### src/hdl/ipf_pkg.sv
// Constants shared by the input parity and FIFO latency block
package ipf_pkg;
    localparam int ADDR_W = 7;
    localparam logic [6:0] Q1_FALL_PATTERN_LOW_ADDR = 7'h67;
    localparam logic [6:0] Q1_FALL_PATTERN_HIGH_ADDR = 7'h68;
    localparam logic [6:0] PARITY_CONTROL_ADDR = 7'h6a;
    localparam logic [6:0] RISING_PARITY_ERROR_COUNT_ADDR = 7'h6b;
    localparam logic [6:0] FALLING_PARITY_ERROR_COUNT_ADDR = 7'h6c;
    localparam logic [6:0] CHIP_REVISION_ADDR = 7'h7f;
    localparam int PAR_ENABLE_BIT = 7;
    localparam int PAR_EVEN_BIT = 6;
    localparam int PAR_CLEAR_BIT = 5;
    localparam int PAR_FALL_FAULT_BIT = 1;
    localparam int PAR_RISE_FAULT_BIT = 0;
    localparam logic [7:0] PATTERN_RESET = 8'h00;
    localparam logic [7:0] PARITY_CONTROL_RESET = 8'h00;
    localparam logic [7:0] COUNT_RESET = 8'h00;
    localparam logic [7:0] COUNT_MAX = 8'hff;
    localparam int FIFO_SLOTS = 8;
    localparam logic [2:0] FIFO_DEPTH_RECOMMENDED = 3'h4;
    localparam int SYNC_STAGES = 3;
endpackage

### src/hdl/ipf_fifo.sv
// Eight-slot input FIFO with independent write and read side resets
module ipf_fifo
    import ipf_pkg::*;
#(
    parameter int W = 16,
    parameter int DEPTH = FIFO_SLOTS,
    parameter int AW = $clog2(DEPTH)
) (
    input wire logic clk_i,
    input wire logic rst_n_i,
    input wire logic wr_valid_i,
    input wire logic [W-1:0] wr_data_i,
    output logic wr_ready_o,
    input wire logic rd_tick_i,
    input wire logic rd_ready_i,
    output logic rd_valid_o,
    output logic [W-1:0] rd_data_o,
    input wire logic wr_reset_i,
    input wire logic rd_reset_i,
    input wire logic depth_reset_i,
    input wire logic [AW-1:0] depth_i,
    output logic [AW:0] level_o
);
    localparam logic [AW:0] FULL_LEVEL = (AW+1)'(DEPTH);

    logic [W-1:0] mem [DEPTH];
    logic [AW:0] wptr;
    logic [AW:0] rptr;
    logic [AW:0] next_wptr;
    logic [AW:0] next_rptr;
    logic [AW:0] next_level;
    logic push;
    logic pop;

    assign push = wr_valid_i && wr_ready_o;
    assign pop = rd_tick_i && (!rd_valid_o || rd_ready_i) && (wptr != rptr);

    // Pointers wrap slot 7 -> 0; the extra top bit tells full from empty
    always_comb begin
        next_wptr = wptr;
        next_rptr = rptr;
        if (wr_reset_i) begin
            next_wptr = '0;
        end else if (push) begin
            next_wptr = wptr + 1'b1;
        end
        if (depth_reset_i) begin
            next_rptr = next_wptr - {1'b0, depth_i};
        end else if (rd_reset_i) begin
            next_rptr = '0 - {1'b0, depth_i};
        end else if (pop) begin
            next_rptr = rptr + 1'b1;
        end
        next_level = next_wptr - next_rptr;
    end

    always_ff @(posedge clk_i) begin
        if (!rst_n_i) begin
            wptr <= '0;
            rptr <= '0;
            level_o <= '0;
            wr_ready_o <= 1'b0;
        end else begin
            wptr <= next_wptr;
            rptr <= next_rptr;
            level_o <= next_level;
            wr_ready_o <= (next_level != FULL_LEVEL);
        end
    end

    // Slot contents are not reset: a depth reset exposes whatever sits there
    always_ff @(posedge clk_i) begin
        if (push) begin
            mem[wptr[AW-1:0]] <= wr_data_i;
        end
    end

    always_ff @(posedge clk_i) begin
        if (!rst_n_i) begin
            rd_valid_o <= 1'b0;
            rd_data_o <= '0;
        end else if (pop) begin
            rd_valid_o <= 1'b1;
            rd_data_o <= mem[rptr[AW-1:0]];
        end else if (rd_ready_i) begin
            rd_valid_o <= 1'b0;
        end
    end

    AST_LEVEL_BOUND: assert property (@(posedge clk_i) disable iff (!rst_n_i)
        level_o <= FULL_LEVEL)
        else $error("fifo level beyond slot count");

    AST_DEPTH_SET: assert property (@(posedge clk_i) disable iff (!rst_n_i)
        depth_reset_i |=> level_o == {1'b0, $past(depth_i)})
        else $error("depth reset did not set level");

    AST_WORD_STAYS: assert property (@(posedge clk_i) disable iff (!rst_n_i)
        (depth_reset_i && !wr_reset_i) ##1 (!push && !pop && !rd_reset_i
        && !depth_reset_i && !wr_reset_i) |=> $stable(level_o))
        else $error("fifo depth drifted without traffic");
endmodule

### src/hdl/ipf_input_check.sv
// Input parity checking, comparison pattern store and FIFO latency control
// Operation
// 0x67 holds the writable low byte of the Q1 compare word, reset 0.
// 0x68 holds the writable high byte of that compare word, reset 0.
// Parity is checked only while enabled; polarity 0 is odd, 1 is even.
// Writing one to the clear bit zeroes both counters and both flags; an error in that same cycle still sets its flag and counts 1.
// A sticky flag rises on a parity error of a falling-edge sample.
// A sticky flag rises on a parity error of a rising-edge sample.
// An 8-bit saturating counter counts rising-edge (S0, S2) parity errors.
// An 8-bit saturating counter counts falling-edge (S1, S3) parity errors.
// A read-only register returns a fixed chip revision code.
// The FIFO has eight slots; its pointers wrap from slot 7 to 0.
// Depth is the read-to-write pointer distance and each word's stay.
// The depth is reset to a programmable nonzero value, four by default.
// Latency is undefined from power-up until a depth reset or sync.
// In 2x interpolation a half-rate clock reads the FIFO; phase is free.
// Frame and sync reset the FIFO write and read sides independently.
// The data sources keep data and data clocks aligned across devices.
module ipf_input_check
    import ipf_pkg::*;
#(
    parameter int DATA_W = 16,
    parameter int SLOTS = FIFO_SLOTS,
    parameter logic [7:0] CHIP_REVISION = 8'h5a // Arbitrary value
) (
    input wire logic clk_i,
    input wire logic rst_n_i,
    input wire logic reg_wr_i,
    input wire logic reg_rd_i,
    input wire logic [ADDR_W-1:0] reg_addr_i,
    input wire logic [7:0] reg_wdata_i,
    output logic [7:0] reg_rdata_o,
    input wire logic s_valid_i,
    input wire logic [DATA_W-1:0] s_data_i,
    input wire logic s_parity_i,
    output logic s_ready_o,
    output logic dac_valid_o,
    output logic [DATA_W-1:0] dac_data_o,
    input wire logic dac_ready_i,
    input wire logic frame_i,
    input wire logic sync_i,
    input wire logic interp2_i,
    input wire logic depth_reset_i,
    input wire logic [2:0] fifo_depth_i,
    output logic [3:0] fifo_level_o,
    output logic read_phase_o,
    output logic rising_parity_fault_o,
    output logic falling_parity_fault_o,
    output logic [DATA_W-1:0] q1_falling_compare_word_o
);
    // Register file
    logic [7:0] q1_fall_pattern_low;
    logic [7:0] q1_fall_pattern_high;
    logic par_enable;
    logic par_even;
    logic [7:0] rising_parity_error_count;
    logic [7:0] falling_parity_error_count;
    logic wr_pat_low;
    logic wr_pat_high;
    logic wr_ctrl;
    logic clear_wr;

    // Sample path
    logic accept;
    logic edge_fall;
    logic par_bad;
    logic rise_err;
    logic fall_err;

    // Reference pin synchronisers: stage 1 feeds only stage 2
    logic [1:0] ref_s1;
    logic [1:0] ref_s2;
    logic [1:0] ref_s3;
    logic [1:0] ref_level;
    logic [1:0] ref_prev;
    logic frame_rise;
    logic sync_rise;

    // Read side clocking
    logic div_phase;
    logic rd_tick;
    logic [2:0] depth_eff;

    assign wr_pat_low = reg_wr_i && (reg_addr_i == Q1_FALL_PATTERN_LOW_ADDR);
    assign wr_pat_high = reg_wr_i && (reg_addr_i == Q1_FALL_PATTERN_HIGH_ADDR);
    assign wr_ctrl = reg_wr_i && (reg_addr_i == PARITY_CONTROL_ADDR);
    assign clear_wr = wr_ctrl && reg_wdata_i[PAR_CLEAR_BIT];

    always_ff @(posedge clk_i) begin
        if (!rst_n_i) begin
            q1_fall_pattern_low <= PATTERN_RESET;
        end else if (wr_pat_low) begin
            q1_fall_pattern_low <= reg_wdata_i;
        end
    end

    always_ff @(posedge clk_i) begin
        if (!rst_n_i) begin
            q1_fall_pattern_high <= PATTERN_RESET;
        end else if (wr_pat_high) begin
            q1_fall_pattern_high <= reg_wdata_i;
        end
    end

    // Full word presented to the sample compare logic
    always_ff @(posedge clk_i) begin
        if (!rst_n_i) begin
            q1_falling_compare_word_o <= '0;
        end else begin
            q1_falling_compare_word_o <= DATA_W'({q1_fall_pattern_high,
                                                  q1_fall_pattern_low});
        end
    end

    always_ff @(posedge clk_i) begin
        if (!rst_n_i) begin
            par_enable <= PARITY_CONTROL_RESET[PAR_ENABLE_BIT];
            par_even <= PARITY_CONTROL_RESET[PAR_EVEN_BIT];
        end else if (wr_ctrl) begin
            par_enable <= reg_wdata_i[PAR_ENABLE_BIT];
            par_even <= reg_wdata_i[PAR_EVEN_BIT];
        end
    end

    // Edge tag: words alternate rising, falling; a frame restarts at S0
    assign accept = s_valid_i && s_ready_o;

    always_ff @(posedge clk_i) begin
        if (!rst_n_i) begin
            edge_fall <= 1'b0;
        end else if (frame_rise) begin
            edge_fall <= 1'b0;
        end else if (accept) begin
            edge_fall <= !edge_fall;
        end
    end

    // Odd parity expects an odd count of ones over data and parity bit
    assign par_bad = par_enable && accept
                     && ((^{s_data_i, s_parity_i}) == par_even);
    assign rise_err = par_bad && !edge_fall;
    assign fall_err = par_bad && edge_fall;

    // An error in the clear cycle survives: set wins over clear
    always_ff @(posedge clk_i) begin
        if (!rst_n_i) begin
            rising_parity_error_count <= COUNT_RESET;
        end else if (rise_err) begin
            if (clear_wr) begin
                rising_parity_error_count <= 8'h01;
            end else if (rising_parity_error_count != COUNT_MAX) begin
                rising_parity_error_count <=
                    rising_parity_error_count + 8'h01;
            end
        end else if (clear_wr) begin
            rising_parity_error_count <= COUNT_RESET;
        end
    end

    always_ff @(posedge clk_i) begin
        if (!rst_n_i) begin
            falling_parity_error_count <= COUNT_RESET;
        end else if (fall_err) begin
            if (clear_wr) begin
                falling_parity_error_count <= 8'h01;
            end else if (falling_parity_error_count != COUNT_MAX) begin
                falling_parity_error_count <=
                    falling_parity_error_count + 8'h01;
            end
        end else if (clear_wr) begin
            falling_parity_error_count <= COUNT_RESET;
        end
    end

    always_ff @(posedge clk_i) begin
        if (!rst_n_i) begin
            rising_parity_fault_o <= 1'b0;
        end else if (rise_err) begin
            rising_parity_fault_o <= 1'b1;
        end else if (clear_wr) begin
            rising_parity_fault_o <= 1'b0;
        end
    end

    always_ff @(posedge clk_i) begin
        if (!rst_n_i) begin
            falling_parity_fault_o <= 1'b0;
        end else if (fall_err) begin
            falling_parity_fault_o <= 1'b1;
        end else if (clear_wr) begin
            falling_parity_fault_o <= 1'b0;
        end
    end

    // Read data registered; clear bit and reserved bits read as zero
    always_ff @(posedge clk_i) begin
        if (!rst_n_i) begin
            reg_rdata_o <= 8'h00;
        end else if (reg_rd_i) begin
            case (reg_addr_i)
                Q1_FALL_PATTERN_LOW_ADDR: reg_rdata_o <= q1_fall_pattern_low;
                Q1_FALL_PATTERN_HIGH_ADDR: reg_rdata_o <= q1_fall_pattern_high;
                PARITY_CONTROL_ADDR: reg_rdata_o <= {par_enable, par_even,
                    4'h0, falling_parity_fault_o, rising_parity_fault_o};
                RISING_PARITY_ERROR_COUNT_ADDR:
                    reg_rdata_o <= rising_parity_error_count;
                FALLING_PARITY_ERROR_COUNT_ADDR:
                    reg_rdata_o <= falling_parity_error_count;
                CHIP_REVISION_ADDR: reg_rdata_o <= CHIP_REVISION;
                default: reg_rdata_o <= 8'h00;
            endcase
        end
    end

    // Frame and sync references come from other devices' timing
    always_ff @(posedge clk_i) begin
        if (!rst_n_i) begin
            ref_s1 <= 2'h0;
            ref_s2 <= 2'h0;
            ref_s3 <= 2'h0;
            ref_level <= 2'h0;
            ref_prev <= 2'h0;
        end else begin
            ref_s1 <= {sync_i, frame_i};
            ref_s2 <= ref_s1;
            ref_s3 <= ref_s2;
            ref_level <= (ref_level & ~(ref_s2 ^ ref_s3))
                         | (ref_s2 & ref_s3);
            ref_prev <= ref_level;
        end
    end

    assign frame_rise = ref_level[0] && !ref_prev[0];
    assign sync_rise = ref_level[1] && !ref_prev[1];

    // Divider phase is only pinned by a sync; otherwise it is free-running
    always_ff @(posedge clk_i) begin
        if (!rst_n_i) begin
            div_phase <= 1'b0;
        end else if (sync_rise) begin
            div_phase <= 1'b0;
        end else begin
            div_phase <= !div_phase;
        end
    end

    always_ff @(posedge clk_i) begin
        if (!rst_n_i) begin
            read_phase_o <= 1'b0;
        end else begin
            read_phase_o <= div_phase;
        end
    end

    assign rd_tick = interp2_i ? div_phase : 1'b1;

    // A zero depth would make the pointers collide; fall back to four
    assign depth_eff = (fifo_depth_i == 3'h0) ? FIFO_DEPTH_RECOMMENDED
                                              : fifo_depth_i;

    ipf_fifo #(
        .W(DATA_W),
        .DEPTH(SLOTS)
    ) u_fifo (
        .clk_i(clk_i),
        .rst_n_i(rst_n_i),
        .wr_valid_i(s_valid_i),
        .wr_data_i(s_data_i),
        .wr_ready_o(s_ready_o),
        .rd_tick_i(rd_tick),
        .rd_ready_i(dac_ready_i),
        .rd_valid_o(dac_valid_o),
        .rd_data_o(dac_data_o),
        .wr_reset_i(frame_rise),
        .rd_reset_i(sync_rise),
        .depth_reset_i(depth_reset_i),
        .depth_i(depth_eff),
        .level_o(fifo_level_o)
    );

    AST_PAT_LOW: assert property (@(posedge clk_i) disable iff (!rst_n_i)
        wr_pat_low |=> q1_fall_pattern_low == $past(reg_wdata_i))
        else $error("pattern low byte not stored");

    AST_PAT_HIGH: assert property (@(posedge clk_i) disable iff (!rst_n_i)
        wr_pat_high |=> ##1 q1_falling_compare_word_o[15:8]
        == $past(reg_wdata_i, 2))
        else $error("pattern high byte not in compare word");

    AST_PARITY_OFF: assert property (@(posedge clk_i) disable iff (!rst_n_i)
        (!par_enable && !clear_wr) |=> $stable(rising_parity_error_count)
        && $stable(falling_parity_error_count))
        else $error("counter moved with parity disabled");

    AST_CLEAR: assert property (@(posedge clk_i) disable iff (!rst_n_i)
        (clear_wr && !par_bad) |=> rising_parity_error_count == 8'h00
        && falling_parity_error_count == 8'h00 && !rising_parity_fault_o
        && !falling_parity_fault_o)
        else $error("parity clear incomplete");

    AST_FALL_FLAG: assert property (@(posedge clk_i) disable iff (!rst_n_i)
        fall_err |=> falling_parity_fault_o
        && falling_parity_error_count != 8'h00)
        else $error("falling error not flagged");

    AST_RISE_FLAG: assert property (@(posedge clk_i) disable iff (!rst_n_i)
        (par_enable && accept && !edge_fall
        && ((^{s_data_i, s_parity_i}) == par_even))
        |=> rising_parity_fault_o)
        else $error("rising error not flagged");

    AST_RISE_SAT: assert property (@(posedge clk_i) disable iff (!rst_n_i)
        (rising_parity_error_count == 8'hff && !clear_wr)
        |=> rising_parity_error_count == 8'hff)
        else $error("rising counter wrapped");

    AST_FALL_COUNT: assert property (@(posedge clk_i) disable iff (!rst_n_i)
        (fall_err && !clear_wr && falling_parity_error_count != 8'hff)
        |=> falling_parity_error_count
        == $past(falling_parity_error_count) + 8'h01)
        else $error("falling counter missed an error");

    AST_VERSION: assert property (@(posedge clk_i) disable iff (!rst_n_i)
        (reg_rd_i && reg_addr_i == CHIP_REVISION_ADDR)
        |=> reg_rdata_o == CHIP_REVISION)
        else $error("revision read wrong");

    AST_DIVIDER: assert property (@(posedge clk_i) disable iff (!rst_n_i)
        (interp2_i && !sync_rise) ##1 (interp2_i && !sync_rise)
        |-> div_phase != $past(div_phase))
        else $error("half-rate divider stalled");

    AST_SYNC_DEPTH: assert property (@(posedge clk_i) disable iff (!rst_n_i)
        (sync_rise && frame_rise && !depth_reset_i)
        |=> fifo_level_o == {1'b0, $past(depth_eff)})
        else $error("frame and sync did not set depth");
endmodule

### config.mk
export PLATFORM = sky130hd
export DESIGN_NAME = ipf_input_check
export DESIGN_NICKNAME = d
export VERILOG_FILES = /design/src/hdl/ipf_pkg.sv /design/src/hdl/ipf_fifo.sv /design/src/hdl/ipf_input_check.sv
export SDC_FILE = /design/constraint.sdc
export NUM_CORES = 1
export LEC_CHECK = 0
export CAP_MARGIN = 5
export CORE_MARGIN = 2
export CORE_UTILIZATION = 57
export DETAILED_ROUTE_END_ITERATION = 6
export DONT_BUFFER_PORTS = 1
export HOLD_SLACK_MARGIN = 0.05
export PLACE_DENSITY = 0.69
export SETUP_SLACK_MARGIN = 0.05
export SLEW_MARGIN = 20
export SYNTH_ARGS = -nofsm -noshare
export SYNTH_HDL_FRONTEND = slang
export SYNTH_SLANG_ARGS = --single-unit
### constraint.sdc
create_clock -name clk_i -period 3.5 [get_ports clk_i]
set_clock_uncertainty 0.15 [all_clocks]
set_input_delay 0.35 -clock clk_i [delete_from_list [all_inputs] [get_ports clk_i]]
set_output_delay 0.35 -clock clk_i [all_outputs]
set_load 0.05 [all_outputs]
# Word-level counts from Yosys, hierarchy flattened
# Memories as Yosys holds them, arrays and structs flattened. A register that Yosys moved wholly into a read port is not among the register bits.
# Index checks and enable logic that the tools add are counted.
[word_totals]
output_inout_bits = 49
reg_bits = 87
word_cells = 101
inputBits = 45
mem_count = 1
mem_bits_rw = 128
[mem_list]
columns = ["name", "depth", "word_bits", "read_ports", "rd_clocked_by_memory_dff", "wr", "line_no", "source"]
rows = [
  ["u_fifo.mem", 8, 16, 1, 1, 1, "ipf_fifo.sv:26", "logic [W-1:0] mem [DEPTH];"],
]
[classes]
n_reduce_logical = 31
n_eq_ne = 11
bitwise_logic = 6
addsub = 7
n_mux = 22
[op_table]
columns = ["operator", "count"]
rows = [
  ["two-way mux 8 bit", 7],
  ["one-hot mux 8 bit (6 select lines)", 1],
  ["== test 7 bit, second input constant", 6],
  ["two-way mux 4 bit", 5],
  ["parity 17 bit", 1],
  ["adder 8 x 1 -> 8 bit, second input constant", 2],
  ["!= test 8 bit, second input constant", 2],
  ["logical AND 1 bit", 13],
  ["nonzero test 2 bit", 5],
  ["adder 4 x 1 -> 4 bit, second input constant", 2],
  ["two-way mux 1 bit", 8],
  ["logical NOT 1 bit", 6],
  ["bitwise AND 2 bit", 2],
  ["!= test 4 bit", 1],
  ["!= test 4 bit, second input constant", 1],
  ["AND reduction 2 bit", 2],
  ["OR reduction 2 bit", 2],
  ["subtractor 1 x 3 -> 4 bit, first input constant", 1],
  ["subtractor 4 x 3 -> 4 bit", 1],
  ["subtractor 4 bit", 1],
  ["logical NOT 3 bit", 1],
  ["two-way mux 3 bit", 1],
  ["inverter 2 bit", 1],
  ["OR 2 bit", 1],
  ["4 further kinds", 4],
]

# Depth between registers and ports, before layout
[logic_depth]
depth_word = 9
ltp_mapped = 15
mapped_depth_nobuf = 15

# By module
# Synthesis repeated with hierarchy kept, for this count alone.
[unflattened]
cells_unflattened = 721
hier_area_um2 = 9651.8
[modules_own_cells]
columns = ["mod", "seq_area_each_um2", "cells_per_inst", "instances", "area_each_um2"]
rows = [
  ["ipf_fifo", 4444.3, 368, 1, 6329.8],
  ["ipf_input_check", 1461.4, 353, 1, 3321.9],
]

# Worst setup path before layout
# No wires, ideal clock.
[synth_path]
path_kind = "register to register"
startpoint = "register u_fifo.wr_ready_o"
endpoint = "register u_fifo.wr_ready_o"
path_slack_ns = -0.115
t_required_ns = 3.225
path_buffers = 0
t_arrival_ns = 3.340
stages_incl_launch_ff = 14
cell_sequence = "dfxtp_1 -> nand2_1 -> xnor2_1 -> nand2b_1 -> ha_1 -> inv_1 -> fa_1 -> a21oi_1 -> ha_1 -> a21o_1 -> a21oi_1 -> xnor2_1 -> xnor2_1 -> o41a_1"
[synth_via]
elab_chain_len = 7
[synth_rtl]
columns = ["element", "line_no", "source"]
rows = [
  ["from (decl)", "ipf_fifo.sv:13", "output logic wr_ready_o,"],
  ["from (signal assigned)", "ipf_fifo.sv:67", "wr_ready_o <= (next_level != FULL_LEVEL);"],
  ["logical AND 1 bit *", "ipf_fifo.sv:35", "assign push = wr_valid_i && wr_ready_o;"],
  ["two-way mux 4 bit *", "ipf_fifo.sv:44", "end else if (push) begin"],
  ["two-way mux 4 bit *", "ipf_fifo.sv:42", "if (wr_reset_i) begin"],
  ["subtractor 4 x 3 -> 4 bit", "ipf_fifo.sv:48", "next_rptr = next_wptr - {1'b0, depth_i};"],
  ["two-way mux 4 bit", "ipf_fifo.sv:47", "if (depth_reset_i) begin"],
  ["subtractor 4 bit *", "ipf_fifo.sv:54", "next_level = next_wptr - next_rptr;"],
  ["!= test 4 bit *", "ipf_fifo.sv:67", ""],
]
# Mark *: on every way between the ends. The rest lies on a longest branch, timed or not.
# A chain may end at the register's enable or synchronous reset.

# Worst setup path in the final report
[layout_path]
startpoint = "register u_fifo.wptr[0]"
endpoint = "register u_fifo.wr_ready_o"
[layout_via]
elab_chain_len = 7
[layout_rtl]
columns = ["element", "line_no", "source"]
rows = [
  ["from (decl)", "ipf_fifo.sv:27", "logic [AW:0] wptr;"],
  ["from (signal assigned)", "ipf_fifo.sv:64", "wptr <= next_wptr;"],
  ["adder 4 x 1 -> 4 bit *", "ipf_fifo.sv:45", "next_wptr = wptr + 1'b1;"],
  ["two-way mux 4 bit *", "ipf_fifo.sv:44", ""],
  ["two-way mux 4 bit *", "ipf_fifo.sv:42", ""],
  ["named net u_fifo.next_wptr[1]", "ipf_fifo.sv:29", "logic [AW:0] next_wptr;"],
  ["subtractor 4 x 3 -> 4 bit", "ipf_fifo.sv:48", ""],
  ["two-way mux 4 bit", "ipf_fifo.sv:47", ""],
  ["subtractor 4 bit *", "ipf_fifo.sv:54", ""],
  ["!= test 4 bit *", "ipf_fifo.sv:67", ""],
]
# Mark *: on every way through the listed nets, which the timed path passes. The rest lies on a longest branch.

==> run_summary.xml <==
<?xml version="1.0" encoding="UTF-8"?>
<metrics>
  <group name="timing">
    <metric name="period_minus_slack" unit="ns">3.31</metric>
    <metric name="setup_viol" unit="">0</metric>
    <metric name="number_of_hold_slack_violations_in_the_final_timing_report" unit="">0</metric>
    <metric name="rsz0062_at_grt" unit="">false</metric>
    <metric name="slew_headroom" unit="%">34.2</metric>
    <metric name="worst-slew-pin-transition" unit="ns">0.986</metric>
    <metric name="maxClockFrequency" unit="MHz">303</metric>
    <metric name="final_min_period_over_clock_period" unit="%">94.4</metric>
    <metric name="final_report_max_slew_violation_count" unit="">0</metric>
  </group>
  <group name="detailed_routing">
    <metric name="number_of_vias_in_the_routed_layout" unit="">5930</metric>
    <metric name="avgViaCountPerCell" unit="">6.01</metric>
    <metric name="detail_route.drc_violations" unit="">0</metric>
    <metric name="drt_iter0_drc" unit="">554</metric>
    <metric name="finalWirelength" unit="um">21000</metric>
    <metric name="drtPass1Iterations" unit="">5</metric>
    <metric name="postRouteAntennaNets" unit="">0</metric>
    <metric name="routedWlPerCell" unit="um">21.3</metric>
  </group>
  <group name="flow_run">
    <metric name="maxCapViolCount" unit="">0</metric>
  </group>
  <group name="power">
    <metric name="leakage" unit="nW">3.83</metric>
    <metric name="peakVddDrop" unit="mV">0.358</metric>
    <metric name="powerDensity" unit="mW/mm^2">639</metric>
    <metric name="sw_frac_of_total" unit="%">28.7</metric>
    <metric name="p_int" unit="W">0.00499</metric>
    <metric name="comb_pwr_share" unit="%">16.8</metric>
    <metric name="total_switching_power" unit="W">0.00201</metric>
    <metric name="p_clk_share" unit="%">34.8</metric>
    <metric name="post-layout-total-power" unit="W">0.00700</metric>
    <metric name="seq_power_share" unit="%">48.4</metric>
  </group>
  <group name="placed_design">
    <metric name="detailed_placer_s_ending_hpwl" unit="um">12400</metric>
    <metric name="instance_count_after_placement_with_tap_cells_included" unit="">896</metric>
    <metric name="placement.cell_area" unit="mm^2">0.00972</metric>
    <metric name="place.gp.congestion" unit="">0.806</metric>
    <metric name="port_buffers" unit="">0</metric>
  </group>
  <group name="synth">
    <metric name="synth_largest_area_cell" unit="">edfxtp_1</metric>
    <metric name="postSynthNetCount" unit="">749</metric>
    <metric name="synth_area_leaders" unit="">edfxtp_1, dfxtp_1, mux4_2, mux2i_1, nor2_1</metric>
    <metric name="syn_area_per_cell" unit="um^2">13.6</metric>
    <metric name="synthDominantCellAreaShare" unit="%">41.1</metric>
    <metric name="synth-warning-count" unit="">0</metric>
    <metric name="synth_cell_types" unit="">49</metric>
    <metric name="synth_area" unit="mm^2">0.00936</metric>
    <metric name="synthArstFlopShare" unit="%">0</metric>
    <metric name="synth.ff_latch_count" unit="">231</metric>
    <metric name="dominantRegCellSynth" unit="">edfxtp_1</metric>
    <metric name="synth.cells.most_frequent" unit="">edfxtp_1, dfxtp_1, nor2_1, mux2i_1</metric>
    <metric name="synth-edff-count" unit="">128</metric>
    <metric name="synthesis.instances" unit="">688</metric>
    <metric name="ys_seq_area_share" unit="%">63.1</metric>
    <metric name="post-synth-top-count-cell" unit="">edfxtp_1</metric>
  </group>
  <group name="finish">
    <metric name="insertedDiodeCount" unit="">0</metric>
    <metric name="drive_gt1_share" unit="%">14.1</metric>
    <metric name="finish.cell_count_without_fillers" unit="">987</metric>
    <metric name="final_area" unit="mm^2">0.0110</metric>
    <metric name="area_growth_syn_to_layout" unit="%">17.1</metric>
    <metric name="nets" unit="">814</metric>
  </group>
  <group name="global_route">
    <metric name="antenna_found_initial" unit="">0</metric>
    <metric name="total_grt_usage" unit="%">23.8</metric>
    <metric name="grt-ovfl-total" unit="">0</metric>
    <metric name="vias_in_the_first_global_route" unit="">5934</metric>
    <metric name="grt_first_pass_wirelength" unit="um">32500</metric>
    <metric name="pin_count_of_the_biggest_net_entering_global_routing" unit="">42</metric>
  </group>
  <group name="hold_path">
    <metric name="hold_class" unit="">in2reg</metric>
  </group>
  <group name="floorplanning">
    <metric name="dieHeight" unit="um">132</metric>
    <metric name="starting_density_of_the_core" unit="%">58.7</metric>
    <metric name="floorplan.die.width" unit="um">132</metric>
    <metric name="ios" unit="">94</metric>
    <metric name="design.die.area" unit="mm^2">0.0175</metric>
    <metric name="core_region" unit="mm^2">0.0159</metric>
    <metric name="placement_row_count" unit="">46</metric>
  </group>
  <group name="critical_path">
    <metric name="arrival" unit="ns">3.54</metric>
    <metric name="cp_data_required_time" unit="ns">3.74</metric>
    <metric name="start_kind" unit="">flip-flop</metric>
    <metric name="worstSetupEndpointType" unit="">flip-flop</metric>
    <metric name="worst-path-max-fanout" unit="">7</metric>
    <metric name="worstSetupPathType" unit="">reg2reg</metric>
  </group>
  <group name="clock_network">
    <metric name="cts_tree" unit="">built</metric>
    <metric name="post_cts_clock_slew_at_the_launch_and_capture_registers_of_the_worst_setup_and_hold_paths" unit="ns">0.06</metric>
    <metric name="ctsHtreeMaxLevel" unit="">1</metric>
    <metric name="clock-root-buffer" unit="">clkbuf_16</metric>
    <metric name="numCtsBuffers" unit="">24</metric>
    <metric name="cts_sinks" unit="">231</metric>
    <metric name="clock_latency" unit="ns">0.51</metric>
    <metric name="clockBufferDepth" unit="">3</metric>
  </group>
  <group name="status">
    <metric name="outcome" unit="">completed</metric>
  </group>
</metrics>
[area by class of cell]
class | instances | area, um^2
tap | 216 | 270
clock inverter | 9 | 72.6
sequential | 231 | 5910
multi-input combinational | 417 | 3330
clock buffer | 35 | 683
inverter | 9 | 33.8
timing repair buffer | 70 | 657
fill | 1143 | 4980
[layer usage]
| metal | track usage (%) | wire (um) |
|---|---|---|
| met1 | 31.9 | 8810 |
| met5 | 0 | 0 |
| met2 | 39.8 | 10300 |
| met4 | 6.58 | 505 |
| met3 | 4.81 | 1350 |
[registers in the layout (all words and copies together), names as in the netlist, 2 cells and up]
register / cells
u_fifo.rptr: 4
u_fifo.mem: 128
q1_fall_pattern_high: 8
q1_falling_compare_word_o: 16
falling_parity_error_count: 8
ref_level: 2
u_fifo.rd_data_o: 16
ref_s1: 2
u_fifo.level_o: 4
ref_prev: 2
ref_s3: 2
q1_fall_pattern_low: 8
u_fifo.wptr: 4
rising_parity_error_count: 8
reg_rdata_o: 8
ref_s2: 2
[per-stage QoR]
step,hold WS (ns),utilization [%],setup TNS [ns],setup WS (ns)
after detailed placement,0.283,61.0,-0.0623,-0.0623
after floorplan,0.257,-,0,0.147
final,0.0723,68.7,0,0.194
after global routing,0.0939,68.7,0,0.0674
after global placement,0.265,61.0,0,0.0880
after CTS,0.0619,68.6,0,0.170
[layout by cell type, fill, tap and decap left out, drive strengths merged, types with 22 or more instances in the layout]
cell / synthesis / routed
nand2: 34 / 34
dlygate4sd3: 0 / 41
clkbuf: 22 / 35
edfxtp: 128 / 128
nor2: 70 / 71
and2: 34 / 34
a21oi: 22 / 22
mux4: 32 / 32
mux2i: 36 / 36
dfxtp: 103 / 103
xor2: 22 / 22
buf: 10 / 29
[kinds of logic after synthesis]
logic type / share of synthesized area, %
muxes: 11.6
adders and majority gates: 2.30
xor gates and xnor gates: 4.40
DFF: 63.1
buffers and inverters: 1.76
AOI/OAI and AO/OA: 5.98
and+or+nand+nor: 10.9
[timing repair]
item | 4_1_cts | 5_1_grt
gates cloned | 1 | 0
setup endpoints to repair | 1 | 1
gates resized for setup | 1 | 1
buffers inserted | 2 | 2
endpoints found under the hold margin | 193 | 0
pin swaps | 2 | 1
hold buffers | 42 | 0
[power groups by stage]
stage	Clock (W)	Combinational (W)	Sequential, W
finish	0.00244	0.00118	0.00339
global route	0.00258	0.00128	0.00341
CTS	0.00247	0.00117	0.00339
detailed placement	0	0.00105	0.00345
global placement	0	0.00102	0.00345
floorplan	0	0.000807	0.00344
[critical path, stage by stage (launching register included)]
cell     delay [ns]
dfxtp_1        0.32
buf_4          0.16
ha_1           0.28
nand3_1        0.07
a21oi_1        0.28
fa_1           0.48
a21oi_1        0.22
ha_1           0.27
a21o_1         0.17
a21oi_1        0.18
xnor2_1        0.15
xnor2_1        0.11
o41a_1         0.34
[final timing paths]
kind	start	cells after the start	slack (ns)	endpoint
setup / recovery	u_fifo.wptr[0]	12	0.19	u_fifo.wr_ready_o
setup reg to reg	u_fifo.wptr[0]	12	0.19	u_fifo.wr_ready_o
hold reg to reg	ref_s1[0]	1	0.29	ref_s2[0]
hold / removal	s_valid_i	3	0.07	rising_parity_fault_o
Power figures use the tool's default switching activity.
